File: src/rtl/tdr_pkg.sv
// Package: constants and types of the test access and debug sync block
package tdr_pkg;

    // ----------------------------------------------------------------
    // Widths
    // ----------------------------------------------------------------
    localparam int IR_W   = 4;
    localparam int DR_W   = 32;
    localparam int ADDR_W = 12;

    // ----------------------------------------------------------------
    // Register offsets
    // ----------------------------------------------------------------
    localparam logic [ADDR_W-1:0] CTRL_OFF   = 12'h000;
    localparam logic [ADDR_W-1:0] STATUS_OFF = 12'h004;

    // ----------------------------------------------------------------
    // Control fields and reset value
    // ----------------------------------------------------------------
    localparam int CTRL_OUT_EN_BIT = 0;
    localparam int CTRL_IN_EN_BIT  = 1;
    localparam logic [1:0] CTRL_RST = 2'h0;

    // ----------------------------------------------------------------
    // Status fields
    // ----------------------------------------------------------------
    localparam int ST_LOCK_BIT  = 0;
    localparam int ST_BOOT_BIT  = 1;
    localparam int ST_DRIVE_BIT = 2;
    localparam int ST_IR_LSB    = 4;
    localparam int ST_TAP_LSB   = 8;

    // ----------------------------------------------------------------
    // Security register and user word fields
    // ----------------------------------------------------------------
    localparam int SEC_NO_TAP_BIT  = 0;
    localparam int SEC_NO_OTP_BIT  = 13;
    localparam int SEC_NO_DBG_BIT  = 14;
    localparam int USER_ID_LSB     = 22;
    localparam int USER_ID_W       = 10;
    localparam int USER_UNUSED_W   = 10;
    localparam int USER_REV_W      = 12;

    // ----------------------------------------------------------------
    // Instructions
    // ----------------------------------------------------------------
    localparam logic [IR_W-1:0] I_EXTEST  = 4'h0;
    localparam logic [IR_W-1:0] I_IDCODE  = 4'h1;
    localparam logic [IR_W-1:0] I_USER    = 4'h2;
    localparam logic [IR_W-1:0] I_SAMPLE  = 4'h3;
    localparam logic [IR_W-1:0] I_CHIP    = 4'h4;
    localparam logic [IR_W-1:0] I_OTP     = 4'h5;
    localparam logic [IR_W-1:0] I_BYPASS  = 4'hf;
    localparam logic [IR_W-1:0] IR_CAP    = 4'h1;

    // ----------------------------------------------------------------
    // Controller states
    // ----------------------------------------------------------------
    typedef enum logic [3:0] {
        TS_RESET  = 4'h0,
        TS_IDLE   = 4'h1,
        TS_SELDR  = 4'h2,
        TS_CAPDR  = 4'h3,
        TS_SHDR   = 4'h4,
        TS_EX1DR  = 4'h5,
        TS_PAUDR  = 4'h6,
        TS_EX2DR  = 4'h7,
        TS_UPDR   = 4'h8,
        TS_SELIR  = 4'h9,
        TS_CAPIR  = 4'ha,
        TS_SHIR   = 4'hb,
        TS_EX1IR  = 4'hc,
        TS_PAUIR  = 4'hd,
        TS_EX2IR  = 4'he,
        TS_UPIR   = 4'hf
    } tdr_tap_st_t;

endpackage : tdr_pkg

File: src/rtl/tdr_sync3.sv
// Three-stage synchroniser with agreement filter for outside inputs
module tdr_sync3 #(
    parameter int           W   = 1,
    parameter logic [W-1:0] RST = '0
) (
    input  wire logic         pclk,
    input  wire logic         rst_n,
    input  wire logic [W-1:0] d,
    output logic      [W-1:0] q
);

    typedef struct packed {
        logic [W-1:0] s1;
        logic [W-1:0] s2;
        logic [W-1:0] s3;
        logic [W-1:0] flt;
    } tdr_sync_st_t;

    tdr_sync_st_t st_q;
    tdr_sync_st_t st_d;

    // A bit moves only once stages two and three agree
    always_comb begin
        st_d     = st_q;
        st_d.s1  = d;
        st_d.s2  = st_q.s1;
        st_d.s3  = st_q.s2;
        st_d.flt = (~(st_q.s2 ^ st_q.s3) & st_q.s3)
                 | ((st_q.s2 ^ st_q.s3) & st_q.flt);
    end

    always_ff @(posedge pclk or negedge rst_n) begin
        if (!rst_n) begin
            st_q <= '{s1: RST, s2: RST, s3: RST, flt: RST};
        end else begin
            st_q <= st_d;
        end
    end

    assign q = st_q.flt;

endmodule : tdr_sync3

File: src/rtl/tdr_tap.sv
// Test access port, debug sync pin and global reset/boot sequencing
// Operation
// - One boundary-scan port supporting pin scan
// - Four-bit instruction, thirty-two-bit data path
// - Chip-level port reached behind boundary scan
// - Test reset low holds the controller in reset
// - Debug pin directions act only when enabled
// - Output mode: float, low only while breakpoint is hit
// - Input mode: falling pin requests debug mode
// - Identification word fixed, least bit one
// - User word top field from security bits
// - Unprogrammed user field reads all zeros
// - Global reset active low, asynchronous assertion
// - Boot starts only after PLL lock
// - Test-port-disable bit blocks tile access
// - OTP-disable bit blocks test-port OTP access
// - Global-debug-disable bit blocks debug pin
module tdr_tap
    import tdr_pkg::*;
#(
    parameter logic [3:0]  ID_VERSION = 4'h1,     // Arbitrary value
    parameter logic [15:0] ID_PART    = 16'h5a5a, // Arbitrary value
    parameter logic [10:0] ID_MANUF   = 11'h123,  // Arbitrary value
    parameter logic [11:0] SI_REV     = 12'h001   // Arbitrary value
) (
    input  wire logic                        pclk,
    input  wire logic                        presetn,
    input  wire logic                        glob_rst_n,
    input  wire logic                        psel,
    input  wire logic                        penable,
    input  wire logic                        pwrite,
    input  wire logic [tdr_pkg::ADDR_W-1:0]  paddr,
    input  wire logic [31:0]                 pwdata,
    output logic      [31:0]                 prdata,
    output logic                             pready,
    output logic                             pslverr,
    input  wire logic                        tck,
    input  wire logic                        tms,
    input  wire logic                        tdi,
    input  wire logic                        trst_n,
    output logic                             tdo,
    output logic                             tdo_oe_n,
    input  wire logic                        dbg_i,
    output logic                             dbg_o,
    output logic                             dbg_oe_n,
    input  wire logic                        breakpoint_hit,
    output logic                             debug_req,
    input  wire logic [31:0]                 sec_reg,
    input  wire logic                        pll_lock,
    output logic                             boot_start,
    input  wire logic [tdr_pkg::DR_W-1:0]    bsr_in,
    output logic      [tdr_pkg::DR_W-1:0]    bsr_out,
    output logic                             extest_en,
    output logic                             chip_sel,
    output logic                             chip_tdi,
    output logic                             chip_step,
    input  wire logic                        chip_tdo,
    output logic                             otp_sel,
    input  wire logic [tdr_pkg::DR_W-1:0]    otp_rdata,
    output logic      [tdr_pkg::DR_W-1:0]    otp_wdata,
    output logic                             otp_wr
);

    // ----------------------------------------------------------------
    // State
    // ----------------------------------------------------------------
    typedef struct packed {
        tdr_tap_st_t     st;
        logic [IR_W-1:0] ir;
        logic [IR_W-1:0] ir_sr;
        logic [DR_W-1:0] sr;
        logic [DR_W-1:0] bsr;
        logic            tck_prev;
        logic            dbg_prev;
        logic            tdo;
        logic            tdo_en;
        logic            otp_wr;
        logic            chip_step;
        logic            dbg_drv;
        logic            dbg_req;
        logic            boot;
        logic [1:0]      ctrl;
        logic [31:0]     rdata;
        logic            rdy;
        logic            err;
    } tdr_state_t;

    tdr_state_t q;
    tdr_state_t d;
    logic       rst_all_n;
    logic [5:0] pin_f;
    logic       tck_f;
    logic       tms_f;
    logic       tdi_f;
    logic       trst_f;
    logic       dbg_f;
    logic       lock_f;
    logic       tck_rise;
    logic       tck_fall;
    logic       no_dbg;

    // Global pin reset asserts at once, without a clock edge
    assign rst_all_n = presetn & glob_rst_n;

    // Pull-up on the debug pin idles it high
    tdr_sync3 #(
        .W   (6),
        .RST (6'h10)
    ) u_sync (
        .pclk  (pclk),
        .rst_n (rst_all_n),
        .d     ({pll_lock, dbg_i, trst_n, tdi, tms, tck}),
        .q     (pin_f)
    );

    assign {lock_f, dbg_f, trst_f, tdi_f, tms_f, tck_f} = pin_f;
    assign tck_rise = tck_f & ~q.tck_prev;
    assign tck_fall = ~tck_f & q.tck_prev;
    assign no_dbg   = sec_reg[SEC_NO_DBG_BIT];

    // ----------------------------------------------------------------
    // Decoding
    // ----------------------------------------------------------------
    function automatic logic chip_ok(input logic [IR_W-1:0] ir,
                                     input logic [31:0]     sec);
        chip_ok = (ir == I_CHIP) && !sec[SEC_NO_TAP_BIT];
    endfunction : chip_ok
    function automatic logic otp_ok(input logic [IR_W-1:0] ir,
                                    input logic [31:0]     sec);
        otp_ok = (ir == I_OTP) && !sec[SEC_NO_OTP_BIT];
    endfunction : otp_ok
    function automatic tdr_tap_st_t tap_next(input tdr_tap_st_t s,
                                             input logic        m);
        unique case (s)
            TS_RESET: tap_next = m ? TS_RESET : TS_IDLE;
            TS_IDLE:  tap_next = m ? TS_SELDR : TS_IDLE;
            TS_SELDR: tap_next = m ? TS_SELIR : TS_CAPDR;
            TS_CAPDR: tap_next = m ? TS_EX1DR : TS_SHDR;
            TS_SHDR:  tap_next = m ? TS_EX1DR : TS_SHDR;
            TS_EX1DR: tap_next = m ? TS_UPDR  : TS_PAUDR;
            TS_PAUDR: tap_next = m ? TS_EX2DR : TS_PAUDR;
            TS_EX2DR: tap_next = m ? TS_UPDR  : TS_SHDR;
            TS_UPDR:  tap_next = m ? TS_SELDR : TS_IDLE;
            TS_SELIR: tap_next = m ? TS_RESET : TS_CAPIR;
            TS_CAPIR: tap_next = m ? TS_EX1IR : TS_SHIR;
            TS_SHIR:  tap_next = m ? TS_EX1IR : TS_SHIR;
            TS_EX1IR: tap_next = m ? TS_UPIR  : TS_PAUIR;
            TS_PAUIR: tap_next = m ? TS_EX2IR : TS_PAUIR;
            TS_EX2IR: tap_next = m ? TS_UPIR  : TS_SHIR;
            TS_UPIR:  tap_next = m ? TS_SELDR : TS_IDLE;
        endcase
    endfunction : tap_next

    // ----------------------------------------------------------------
    // Next state
    // ----------------------------------------------------------------
    always_comb begin
        d           = q;
        d.tck_prev  = tck_f;
        d.dbg_prev  = dbg_f;
        d.otp_wr    = 1'b0;
        d.chip_step = 1'b0;
        d.dbg_req   = 1'b0;
        // Controller, stepped by sampled test clock edges
        if (!trst_f) begin
            d.st = TS_RESET;
            d.ir = I_IDCODE;
        end else if (tck_rise) begin
            unique case (q.st)
                TS_CAPDR: begin
                    unique case (q.ir)
                        I_IDCODE: d.sr = {ID_VERSION, ID_PART,
                                          ID_MANUF, 1'b1};
                        I_USER:   d.sr = {sec_reg[31:USER_ID_LSB],
                                          {USER_UNUSED_W{1'b0}},
                                          SI_REV};
                        I_SAMPLE,
                        I_EXTEST: d.sr = bsr_in;
                        I_OTP:    d.sr = otp_ok(q.ir, sec_reg)
                                         ? otp_rdata : '0;
                        default:  d.sr = '0;
                    endcase
                end
                TS_SHDR: begin
                    if (q.ir inside {I_IDCODE, I_USER, I_SAMPLE,
                                     I_EXTEST}
                        || otp_ok(q.ir, sec_reg)) begin
                        d.sr = {tdi_f, q.sr[DR_W-1:1]};
                    end else begin
                        d.sr[0] = tdi_f;
                    end
                    d.chip_step = chip_ok(q.ir, sec_reg);
                end
                TS_UPDR: begin
                    if (q.ir == I_EXTEST) begin
                        d.bsr = q.sr;
                    end
                    d.otp_wr = otp_ok(q.ir, sec_reg);
                end
                TS_CAPIR: d.ir_sr = IR_CAP;
                TS_SHIR:  d.ir_sr = {tdi_f, q.ir_sr[IR_W-1:1]};
                TS_UPIR:  d.ir    = q.ir_sr;
                default: ;
            endcase
            d.st = tap_next(q.st, tms_f);
            if (d.st == TS_RESET) begin
                d.ir = I_IDCODE;
            end
        end
        // Output side changes only on falling test clock edges
        if (tck_fall) begin
            d.tdo_en = (q.st == TS_SHDR) || (q.st == TS_SHIR);
            if (q.st == TS_SHIR) begin
                d.tdo = q.ir_sr[0];
            end else if (chip_ok(q.ir, sec_reg)) begin
                d.tdo = chip_tdo;
            end else begin
                d.tdo = q.sr[0];
            end
        end
        // Debug pin, each direction only when enabled and not locked
        d.dbg_drv = q.ctrl[CTRL_OUT_EN_BIT] && breakpoint_hit
                  && !no_dbg;
        d.dbg_req = q.ctrl[CTRL_IN_EN_BIT] && !no_dbg && !q.dbg_drv
                  && q.dbg_prev && !dbg_f;
        // Booting waits for the PLL after bus or global reset release
        d.boot = q.boot || lock_f;
        // Bus slave: read data is latched in setup, answered in access
        d.rdy   = psel && !penable;
        d.err   = 1'b0;
        d.rdata = '0;
        if (psel && !penable) begin
            unique case (paddr)
                CTRL_OFF: d.rdata[1:0] = q.ctrl;
                STATUS_OFF: begin
                    d.rdata[ST_LOCK_BIT]  = lock_f;
                    d.rdata[ST_BOOT_BIT]  = q.boot;
                    d.rdata[ST_DRIVE_BIT] = q.dbg_drv;
                    d.rdata[ST_IR_LSB +: IR_W] = q.ir;
                    d.rdata[ST_TAP_LSB +: 4]   = q.st;
                    d.err = pwrite;
                end
                default: d.err = 1'b1;
            endcase
        end
        if (psel && penable && pwrite && q.rdy && !q.err
            && paddr == CTRL_OFF) begin
            d.ctrl = pwdata[1:0];
        end
    end

    always_ff @(posedge pclk or negedge rst_all_n) begin
        if (!rst_all_n) begin
            q <= '{st: TS_RESET, ir: I_IDCODE, ir_sr: IR_CAP,
                   ctrl: CTRL_RST, dbg_prev: 1'b1, default: '0};
        end else begin
            q <= d;
        end
    end

    // ----------------------------------------------------------------
    // Outputs
    // ----------------------------------------------------------------
    assign prdata     = q.rdata;
    assign pready     = psel & penable & q.rdy;
    assign pslverr    = psel & penable & q.rdy & q.err;
    assign tdo        = q.tdo;
    assign tdo_oe_n   = ~q.tdo_en;
    assign dbg_o      = 1'b0;
    assign dbg_oe_n   = ~q.dbg_drv;
    assign debug_req  = q.dbg_req;
    assign boot_start = q.boot;
    assign bsr_out    = q.bsr;
    assign extest_en  = (q.ir == I_EXTEST);
    assign chip_sel   = chip_ok(q.ir, sec_reg);
    assign chip_tdi   = tdi_f;
    assign chip_step  = q.chip_step;
    assign otp_sel    = otp_ok(q.ir, sec_reg);
    assign otp_wdata  = q.sr;
    assign otp_wr     = q.otp_wr;
endmodule : tdr_tap

File: config.mk
export PLATFORM = sky130hd
export DESIGN_NAME = tdr_tap
export DESIGN_NICKNAME = d
export VERILOG_FILES = /design/src/rtl/tdr_pkg.sv /design/src/rtl/tdr_sync3.sv /design/src/rtl/tdr_tap.sv
export SDC_FILE = /design/constraint.sdc
export NUM_CORES = 1
export LEC_CHECK = 0
export BUFFER_PORTS_ARGS = -buffer_cell sky130_fd_sc_hd__buf_4
export CELL_PAD_IN_SITES_DETAIL_PLACEMENT = 2
export CELL_PAD_IN_SITES_GLOBAL_PLACEMENT = 2
export CORE_MARGIN = 1.5
export CORE_UTILIZATION = 29
export CTS_CLUSTER_DIAMETER = 40
export DETAILED_ROUTE_END_ITERATION = 10
export PLACE_DENSITY = 0.78
export SLEW_MARGIN = 30
export SYNTH_ARGS = -nofsm -noshare
export SYNTH_HDL_FRONTEND = slang
export SYNTH_SLANG_ARGS = --single-unit
File: constraint.sdc
create_clock -name pclk -period 5.56 [get_ports pclk]
set_clock_uncertainty 0.2 [all_clocks]
set_input_delay 0.556 -clock pclk [delete_from_list [all_inputs] [get_ports pclk]]
set_output_delay 0.556 -clock pclk [all_outputs]
set_load 0.01 [all_outputs]
==> impl_results.rst, run 1 <==
.. list-table::
   :header-rows: 1

   * - Metric
     - Value
   * - Status
     - finished with violations
   * - Violations in the final reports
     - design-rule violations
   * - Shortest period the worst path allows
     - 3.82 ns
   * - Combinational cell fraction of total power
     - 14.0%
   * - Library cell occupying the most area in the post-synthesis netlist
     - sky130_fd_sc_hd__dfrtp_1
   * - Clk Latency, worst-skew pair
     - 0.42 ns
   * - Setup total negative slack
     - 0 ns
   * - Port bufs
     - 192
   * - Max-slew violation count
     - 0
   * - Switch share
     - 28.3%
   * - Worst slew slack as a fraction of its limit
     - 41.0%
   * - Final core area utilization
     - 37.5%
   * - Count of different cell masters after synthesis
     - 59
   * - Post-route clock period utilization
     - 68.7%
   * - Critical R2R Launch
     - q[113]
   * - Hold bufs inserted after CTS
     - 0
   * - Pin count of the biggest net entering global routing
     - 47
   * - Number of inserted diodes
     - 0
   * - Number of flops mapped to enable cells by yosys
     - 0
   * - Drc violations
     - 16
   * - Class of the most critical hold timing path
     - input port to async pin
   * - Arrival time at the worst endpoint
     - 3.07 ns
   * - Via-to-Cell Ratio
     - 4.93
   * - Core outline area
     - 22000 sq um
   * - Number of synthesized register bits
     - 124
   * - Maximum fanout count along the critical path
     - 33
   * - Crit path from
     - q[113]
   * - Proportion of power drawn by flip-flops and latches
     - 40.7%
   * - Static Leak
     - 4.05 nW
   * - Net count reported at finish
     - 873
   * - Minimum setup slack in the final design
     - 1.74 ns
   * - Number of failing setup endpoints in the final timing report
     - 0
   * - Ys Warns
     - 0
   * - Die area
     - 23500 sq um
   * - R2R setup slack
     - 2.34 ns
   * - Number of global-route vias before repair
     - 5583
   * - Leading cell types in the layout, fill and taps excluded
     - 201 x sky130_fd_sc_hd__buf_4, 117 x sky130_fd_sc_hd__dfrtp_1, 46 x sky130_fd_sc_hd__nor2_1
   * - Design internal power
     - 0.00187 W
   * - R2R cell count
     - 5
   * - Cell chosen for the clock root
     - sky130_fd_sc_hd__clkbuf_16
   * - Highest clock frequency the design can meet
     - 0.262 GHz
   * - Cells after synthesis
     - 612
   * - Cts repair resizes
     - 0
   * - Via Count
     - 4990
   * - Number of DRC markers after the initial detailed-route iteration
     - 210
   * - CTS tree
     - built
   * - Starting density of the core
     - 29.8%
   * - Top_reg_cell synth
     - sky130_fd_sc_hd__dfrtp_1
   * - Max-cap check violation count
     - 0
   * - I/O pin count
     - 264
   * - Sequential standard cell area
     - 3110 sq um
   * - Portion of total power attributed to the clock network
     - 45.3%
   * - Area occupied by multi-input gates
     - 2590 sq um
   * - Total number of placement rows
     - 54
   * - Data required, critical path
     - 4.80 ns
   * - Layout cell share with drive strength beyond 1
     - 42.3%
   * - Category of the critical setup timing path
     - flop to primary output
   * - Post-synthesis instance area
     - 6540 sq um
   * - Number of routed nets with antenna violations
     - 0
   * - Sink count of the clock tree
     - 124
   * - Number of buffers created by CTS
     - 17
   * - Depth of the CTS H-tree
     - 4
   * - Peak supply drop
     - 0.181 mV
   * - Pre-CTS setup slack
     - 2.16 ns
   * - P&R area growth vs syn
     - 26.1%
   * - Die height
     - 153 um
   * - Global-route wire length before repair
     - 32300 um
   * - RSZ-0062 raised after global routing
     - no
   * - Leading cell type in the layout, fill and taps excluded
     - sky130_fd_sc_hd__buf_4
   * - Transition time of the tightest slew-check pin
     - 0.885 ns
   * - Post-DR wirelength/cell
     - 19.9 um
   * - Switching component of the power
     - 0.000741 W
   * - Overall Power
     - 0.00262 W
   * - Count of filler cells inserted in the layout
     - 2349
   * - Initial antenna violation count
     - 0
   * - Maximum buffer depth of the clock tree
     - 2
   * - Half-perimeter wire length of the detailed placement result
     - 14400 um
   * - GRT Util Overall
     - 17.8%
   * - Startpoint type of the worst setup path
     - flop
   * - Remaining global-route overflow
     - 0
   * - Clock transition at the register clock pins on the worst setup and hold paths after CTS
     - 0.06 ns
   * - Wire length reported by the detailed router
     - 20100 um
   * - Number of buffers inserted to repair setup after CTS
     - 0
   * - Routability-driven placement congestion ratio
     - 0.751
   * - Ys async rst share
     - 100%
   * - Synth top area cells
     - sky130_fd_sc_hd__dfrtp_1 45%, sky130_fd_sc_hd__buf_4 11%, sky130_fd_sc_hd__mux2_2 6.7%
   * - Detailed-routing iteration count for the pre-antenna-repair pass
     - 8
   * - Hold WS
     - 0.0191 ns
   * - Crit. End Element
     - primary output
   * - Die W
     - 153 um
   * - Sequential area share after synthesis
     - 47.6%
   * - P per Cell Area
     - 317 nW/um^2
   * - Synth top area share
     - 44.8%
   * - Mean cell area of the mapped netlist
     - 10.7 sq um
   * - Number of endpoints with negative hold slack in the final report
     - 0
[power by group through the flow]
stage / logic [W] / clock network, W / registers, W
floorplan: 0.000282 / 0 / 0.00102
global placement: 0.000350 / 0 / 0.00107
detailed placement: 0.000368 / 0 / 0.00108
CTS: 0.000372 / 0.00121 / 0.00107
global route: 0.000402 / 0.00125 / 0.00108
finish: 0.000366 / 0.00118 / 0.00106
[state kept, by name, indices dropped and copies added (netlist names), named ones only]
signal       cells
tdo              1
debug_req        1
chip_step        1
otp_wdata       32
boot_start       1
q               20
otp_wr           1
prdata          11
u_sync.st_q      6
bsr_out         32
u_sync.st_d     12
[Yosys cell counts (7+ instances only)]
master and n:
sky130_fd_sc_hd__a22o_1 17, sky130_fd_sc_hd__buf_4 98, sky130_fd_sc_hd__a221oi_2 7, sky130_fd_sc_hd__clkbuf_1 19, sky130_fd_sc_hd__o21ai_0 11, sky130_fd_sc_hd__dfstp_2 7, sky130_fd_sc_hd__mux2i_1 14, sky130_fd_sc_hd__nand2_1 39
sky130_fd_sc_hd__a21oi_1 42, sky130_fd_sc_hd__nor3_1 10, sky130_fd_sc_hd__o31ai_2 12, sky130_fd_sc_hd__nand3_1 10, sky130_fd_sc_hd__a221oi_1 16, sky130_fd_sc_hd__inv_1 10, sky130_fd_sc_hd__buf_2 10, sky130_fd_sc_hd__dfrtp_1 117
sky130_fd_sc_hd__mux2_2 39, sky130_fd_sc_hd__maj3_1 15, sky130_fd_sc_hd__nor2_1 47
[final cells by class]
class                           count  area share [%]
Clock buffer                       18            5.33
Clock inverter                     14            2.19
Sequential cell                   124            37.7
Timing Repair Buffer              202            18.6
Tap cell                          280            4.25
Multi-Input combinational cell    364            31.4
Inverter                           10           0.455
[logic make-up (layout without fill, tap and decap cells)]
logic type / count (synthesis) / after routing / share of synthesized area, %
AOI/OAI and AO/OA: 131 / 131 / 15.9
DFF: 124 / 124 / 47.6
adders and majority gates: 15 / 15 / 2.30
muxes: 54 / 54 / 9.03
xor gates and xnor gates: 2 / 2 / 0.268
and+or+nand+nor: 140 / 140 / 10.2
buffers and inverters: 145 / 244 / 14.7
other: 1 / 22 / 0.0573
[critical path, cell delays in order (launching register included)]
cell and delay [ns]:
sky130_fd_sc_hd__dfstp_2 0.98, sky130_fd_sc_hd__or3b_1 0.53, sky130_fd_sc_hd__nor3_4 0.63, sky130_fd_sc_hd__buf_4 0.33, sky130_fd_sc_hd__buf_4 0.15
[routing by layer]
layer	GRT usage [%]	vias to the layer above	part of all wire (%)
met3	3.60	15	4.9
met4	5.04	0	1.1
met1	20.9	2560	40
li1	-	2269	-
met5	0	-	0
met2	32.6	146	54
[final timing paths]
check / to
min in group pclk: u_sync.st_d[16]
max: otp_sel
min reg2reg: u_sync.st_d[8]
max in group asynchronous: bsr_out[22]
min: debug_req
max reg2reg: otp_wdata[4]
[metrics by stage]
step / instances / area, sq um
6_report: 1012 / 8250
5_1_grt: 1012 / 8250
4_1_cts: 1012 / 8240
3_5_place_dp: 980 / 7620
3_3_place_gp: 979 / 7600
2_1_floorplan: 633 / 6620
Power figures use the tool's default switching activity.
==> run 2: changes to the inputs <==
Settings changed: ABC_AREA set to 1, CORE_UTILIZATION 29 to 24, PLACE_DENSITY 0.78 to 0.74.
Clock period 5.56 ns to 3.45 ns, I/O delays scaled along.
==> run 2 against run 1 <==
Effect of this change:
- the run ends with negative hold slack left
- sequential power rose by 44%
- power increased by 51%
- critical path depth grew 2
- worst hold slack lost 0.030 ns
- worst setup slack lost 0.89 ns
- highest routed layer unchanged
==> impl_results.rst, run 2 <==
.. list-table::
   :header-rows: 1

   * - Metric
     - Value
   * - Status
     - finished with violations (unchanged)
   * - Violations in the final reports
     - negative hold slack (was design-rule violations)
   * - Peak supply drop
     - 0.204 mV (was 0.181 mV)
   * - RSZ-0062 raised after global routing
     - no (unchanged)
   * - Number of endpoints with negative hold slack in the final report
     - 4 (was 0)
   * - Die area
     - 27200 sq um (was 23500 sq um)
   * - Arrival time at the worst endpoint
     - 2.06 ns (was 3.07 ns)
   * - Number of flops mapped to enable cells by yosys
     - 0 (unchanged)
   * - Crit. End Element
     - primary output (unchanged)
   * - Static Leak
     - 4.18 nW (was 4.05 nW)
   * - Core outline area
     - 25900 sq um (was 22000 sq um)
   * - Combinational cell fraction of total power
     - 12.7% (was 14.0%)
   * - Number of buffers created by CTS
     - 17 (unchanged)
   * - Number of failing setup endpoints in the final timing report
     - 0 (unchanged)
   * - Port bufs
     - 192 (unchanged)
   * - Most used standard cell by instance count after synthesis
     - sky130_fd_sc_hd__nand2_1 (was sky130_fd_sc_hd__dfrtp_1)
   * - Number of routed nets with antenna violations
     - 0 (unchanged)
   * - Library cell occupying the most area in the post-synthesis netlist
     - sky130_fd_sc_hd__dfrtp_1 (unchanged)
   * - Drc violations
     - 0 (was 16)
   * - Sink count of the clock tree
     - 124 (unchanged)
   * - Number of DRC markers after the initial detailed-route iteration
     - 151 (was 210)
   * - Maximum single-stage delay on the critical path
     - 0.57 ns (was 0.98 ns)
   * - Global-route wire length before repair
     - 31000 um (was 32300 um)
   * - Sequential area share after synthesis
     - 49.5% (was 47.6%)
   * - Starting density of the core
     - 24.3% (was 29.8%)
   * - Count of different cell masters after synthesis
     - 35 (was 59)
   * - CP delay by family, top
     - buffers and inverters (was simple AND/OR/NAND/NOR gates)
   * - Category of the critical setup timing path
     - flop to primary output (unchanged)
   * - Maximum buffer depth of the clock tree
     - 2 (unchanged)
   * - Synth top area share
     - 46.6% (was 44.8%)
   * - Layout cell share with drive strength beyond 1
     - 30.3% (was 42.3%)
   * - GRT Util Overall
     - 15.1% (was 17.8%)
   * - Post-DR wirelength/cell
     - 16.8 um (was 19.9 um)
   * - Die height
     - 165 um (was 153 um)
   * - Routability-driven placement congestion ratio
     - 0.782 (was 0.751)
   * - Ys Warns
     - 0 (unchanged)
   * - Initial antenna violation count
     - 0 (unchanged)
   * - Synth top area cells
     - sky130_fd_sc_hd__dfrtp_1 47%, sky130_fd_sc_hd__buf_4 12%, sky130_fd_sc_hd__nand2_1 10% (was sky130_fd_sc_hd__dfrtp_1 45%, sky130_fd_sc_hd__buf_4 11%, sky130_fd_sc_hd__mux2_2 6.7%)
   * - Switch share
     - 26.2% (was 28.3%)
   * - Leading cell types in the layout, fill and taps excluded
     - 199 x sky130_fd_sc_hd__buf_4, 167 x sky130_fd_sc_hd__nand2_1, 117 x sky130_fd_sc_hd__dfrtp_1 (was 201 x sky130_fd_sc_hd__buf_4, 117 x sky130_fd_sc_hd__dfrtp_1, 46 x sky130_fd_sc_hd__nor2_1)
   * - Data required, critical path
     - 2.90 ns (was 4.80 ns)
   * - Number of inserted diodes
     - 0 (unchanged)
   * - P&R area growth vs syn
     - 30.6% (was 26.1%)
   * - Slowest-stage cell, CP
     - sky130_fd_sc_hd__dfstp_2 (unchanged)
   * - Via Count
     - 5319 (was 4990)
   * - Portion of total power attributed to the clock network
     - 48.4% (was 45.3%)
   * - Commonest cells post-synth
     - 167 x sky130_fd_sc_hd__nand2_1, 117 x sky130_fd_sc_hd__dfrtp_1, 98 x sky130_fd_sc_hd__buf_4 (was 117 x sky130_fd_sc_hd__dfrtp_1, 98 x sky130_fd_sc_hd__buf_4, 47 x sky130_fd_sc_hd__nor2_1)
   * - Startpoint type of the worst setup path
     - flop (unchanged)
   * - Transition time of the tightest slew-check pin
     - 0.773 ns (was 0.885 ns)
   * - Cell chosen for the clock root
     - sky130_fd_sc_hd__clkbuf_16 (unchanged)
   * - I/O pin count
     - 264 (unchanged)
   * - Net count reported at finish
     - 1020 (was 873)
   * - Maximum fanout count along the critical path
     - 33 (unchanged)
   * - Post-route clock period utilization
     - 75.4%
   * - Wire length reported by the detailed router
     - 20400 um (was 20100 um)
   * - Clk Latency, worst-skew pair
     - 0.41 ns (was 0.42 ns)
   * - Number of buffers inserted to repair setup after CTS
     - 0 (unchanged)
   * - Number of global-route vias before repair
     - 5651 (was 5583)
   * - Cells after synthesis
     - 738 (was 612)
   * - Switching component of the power
     - 0.00103 W (was 0.000741 W)
   * - Post-synthesis instance area
     - 6290 sq um (was 6540 sq um)
   * - Detailed-routing iteration count for the pre-antenna-repair pass
     - 5 (was 8)
   * - Remaining global-route overflow
     - 0 (unchanged)
   * - Total number of placement rows
     - 59 (was 54)
   * - Top_reg_cell synth
     - sky130_fd_sc_hd__dfrtp_1 (unchanged)
   * - Proportion of power drawn by flip-flops and latches
     - 38.9% (was 40.7%)
   * - Critical path, cell by cell
     - nand2_1, inv_1, nand3_1, inv_1, buf_4, buf_4 (was or3b_1, nor3_4, buf_4, buf_4)
   * - Crit path buf inv count
     - 4 (was 2)
   * - Leading cell type in the layout, fill and taps excluded
     - sky130_fd_sc_hd__buf_4 (unchanged)
   * - Clock transition at the register clock pins on the worst setup and hold paths after CTS
     - 0.06 ns (about the same)
   * - Number of synthesized register bits
     - 124 (unchanged)
   * - Half-perimeter wire length of the detailed placement result
     - 14200 um (was 14400 um)
   * - CTS tree
     - built (unchanged)
   * - Max-cap check violation count
     - 0 (unchanged)
   * - Class of the most critical hold timing path
     - input port to async pin (unchanged)
   * - Cts repair resizes
     - 0 (unchanged)
   * - Mean cell area of the mapped netlist
     - 8.52 sq um (was 10.7 sq um)
   * - Hold WS
     - -0.0105 ns (was 0.0191 ns)
   * - Depth of the CTS H-tree
     - 4 (unchanged)
   * - Worst slew slack as a fraction of its limit
     - 48.4% (was 41.0%)
   * - Max-slew violation count
     - 0 (unchanged)
   * - P per Cell Area
     - 481 nW/um^2 (was 317 nW/um^2)
   * - Setup total negative slack
     - 0 ns (unchanged)
   * - Design internal power
     - 0.00291 W (was 0.00187 W)
   * - Overall Power
     - 0.00395 W (was 0.00262 W)
   * - Ys async rst share
     - 100% (unchanged)
   * - Die W
     - 165 um (was 153 um)
   * - Shortest period the worst path allows
     - 2.60 ns
   * - Via-to-Cell Ratio
     - 4.38 (was 4.93)
   * - Highest clock frequency the design can meet
     - 0.384 GHz
   * - Pin count of the biggest net entering global routing
     - 125 (was 47)
run 2: cell types whose count changed in the layout (fill, tap and decap cells not counted), moves of 9 or more:
cell	before	now
sky130_fd_sc_hd__nand2_1	39	167
sky130_fd_sc_hd__o21ai_0	11	71
sky130_fd_sc_hd__inv_1	10	67
sky130_fd_sc_hd__a22oi_1	0	41
sky130_fd_sc_hd__mux2_2	39	1
sky130_fd_sc_hd__a22o_1	17	0
sky130_fd_sc_hd__a221oi_1	16	0
sky130_fd_sc_hd__a21oi_1	42	27
sky130_fd_sc_hd__mux2i_1	14	0
sky130_fd_sc_hd__dlygate4sd3_1	0	12
sky130_fd_sc_hd__nor2_1	46	34
sky130_fd_sc_hd__o31ai_2	12	0
sky130_fd_sc_hd__maj3_1	15	6
run 2: worst register-to-register path: cells and delay by family (launching register included):
kind,cells,cell delay (ns)
buffers and inverters,3,0.96
and+or+nand+nor,3,0.28
AOI/OAI and AO/OA,3,0.40
DFF,1,0.57
run 2: path summary, 6_finish.rpt:
kind	cells after the start	slack, ns	endpoint	start
max in group asynchronous	4	2.54	bsr_out[15]	presetn
worst max register to register	9	0.95	otp_wdata[14]	q[113]
worst min-delay path	4	-0.01	async pin	glob_rst_n
min in group pclk	3	0.03	q[0]	pwrite
worst min register to register	0	0.15	u_sync.st_d[9]	u_sync.st_d[15]
worst max-delay path	6	0.85	otp_sel	q[113]
run 2: cells by family (layout without fill, tap and decap cells):
kind of cell	Yosys count	in the layout	share of synthesized area [%]
AND/OR/NAND/NOR	260	260	17.8
buffers and inverters	197	317	17.9
AO/OA/AOI/OAI	149	149	13.7
flip-flops	124	124	49.5
adder cells (fa/ha/maj)	6	6	0.955
other	1	22	0.0596
multiplexers	1	1	0.179
run 2: what timing repair did:
item                                    in CTS  in global routing
hold endpoints to repair                    11                  0
endpoints found under the setup margin       0                  0
hold buffers                                12                  0
run 2: final cells by class:
type / count / area [sq um]
well taps: 335 / 419
inverters: 73 / 278
clock inverters: 12 / 161
clock buffers: 20 / 467
fillers: 2942 / 17700
flip-flops and latches: 124 / 3110
multi-input cells: 438 / 2140
repair buffers: 212 / 1630
run 2: metrics by stage:
step                      std cells  utilization [%]  cell area, sq um  hold WS (ns)  worst slack (ns)
final                          1214             31.7              8210       -0.0105             0.849
after global routing           1214             31.7              8210        0.0292             0.657
after CTS                      1214             31.7              8210       0.00466             0.796
after detailed placement       1170             28.8              7460         0.140             0.931
after global placement         1170             28.8              7460         0.134             0.990
after floorplan                 759                -              6370         0.131              1.28
run 2: power by group through the flow:
stage	Combinational, W	Sequential (W)	Clock, W
4_1_cts	0.000519	0.00153	0.00197
5_1_grt	0.000570	0.00154	0.00203
2_1_floorplan	0.000297	0.00155	0
3_3_place_gp	0.000493	0.00156	0
3_5_place_dp	0.000505	0.00156	0
6_report	0.000501	0.00153	0.00191
run 2: layer usage:
metal	global-route usage, %	wire, um	up-vias
met5	0	0	-
met3	3.54	1080	18
met1	19.3	9330	2617
met4	4.87	264	0
li1	-	-	2531
met2	25.2	9710	153
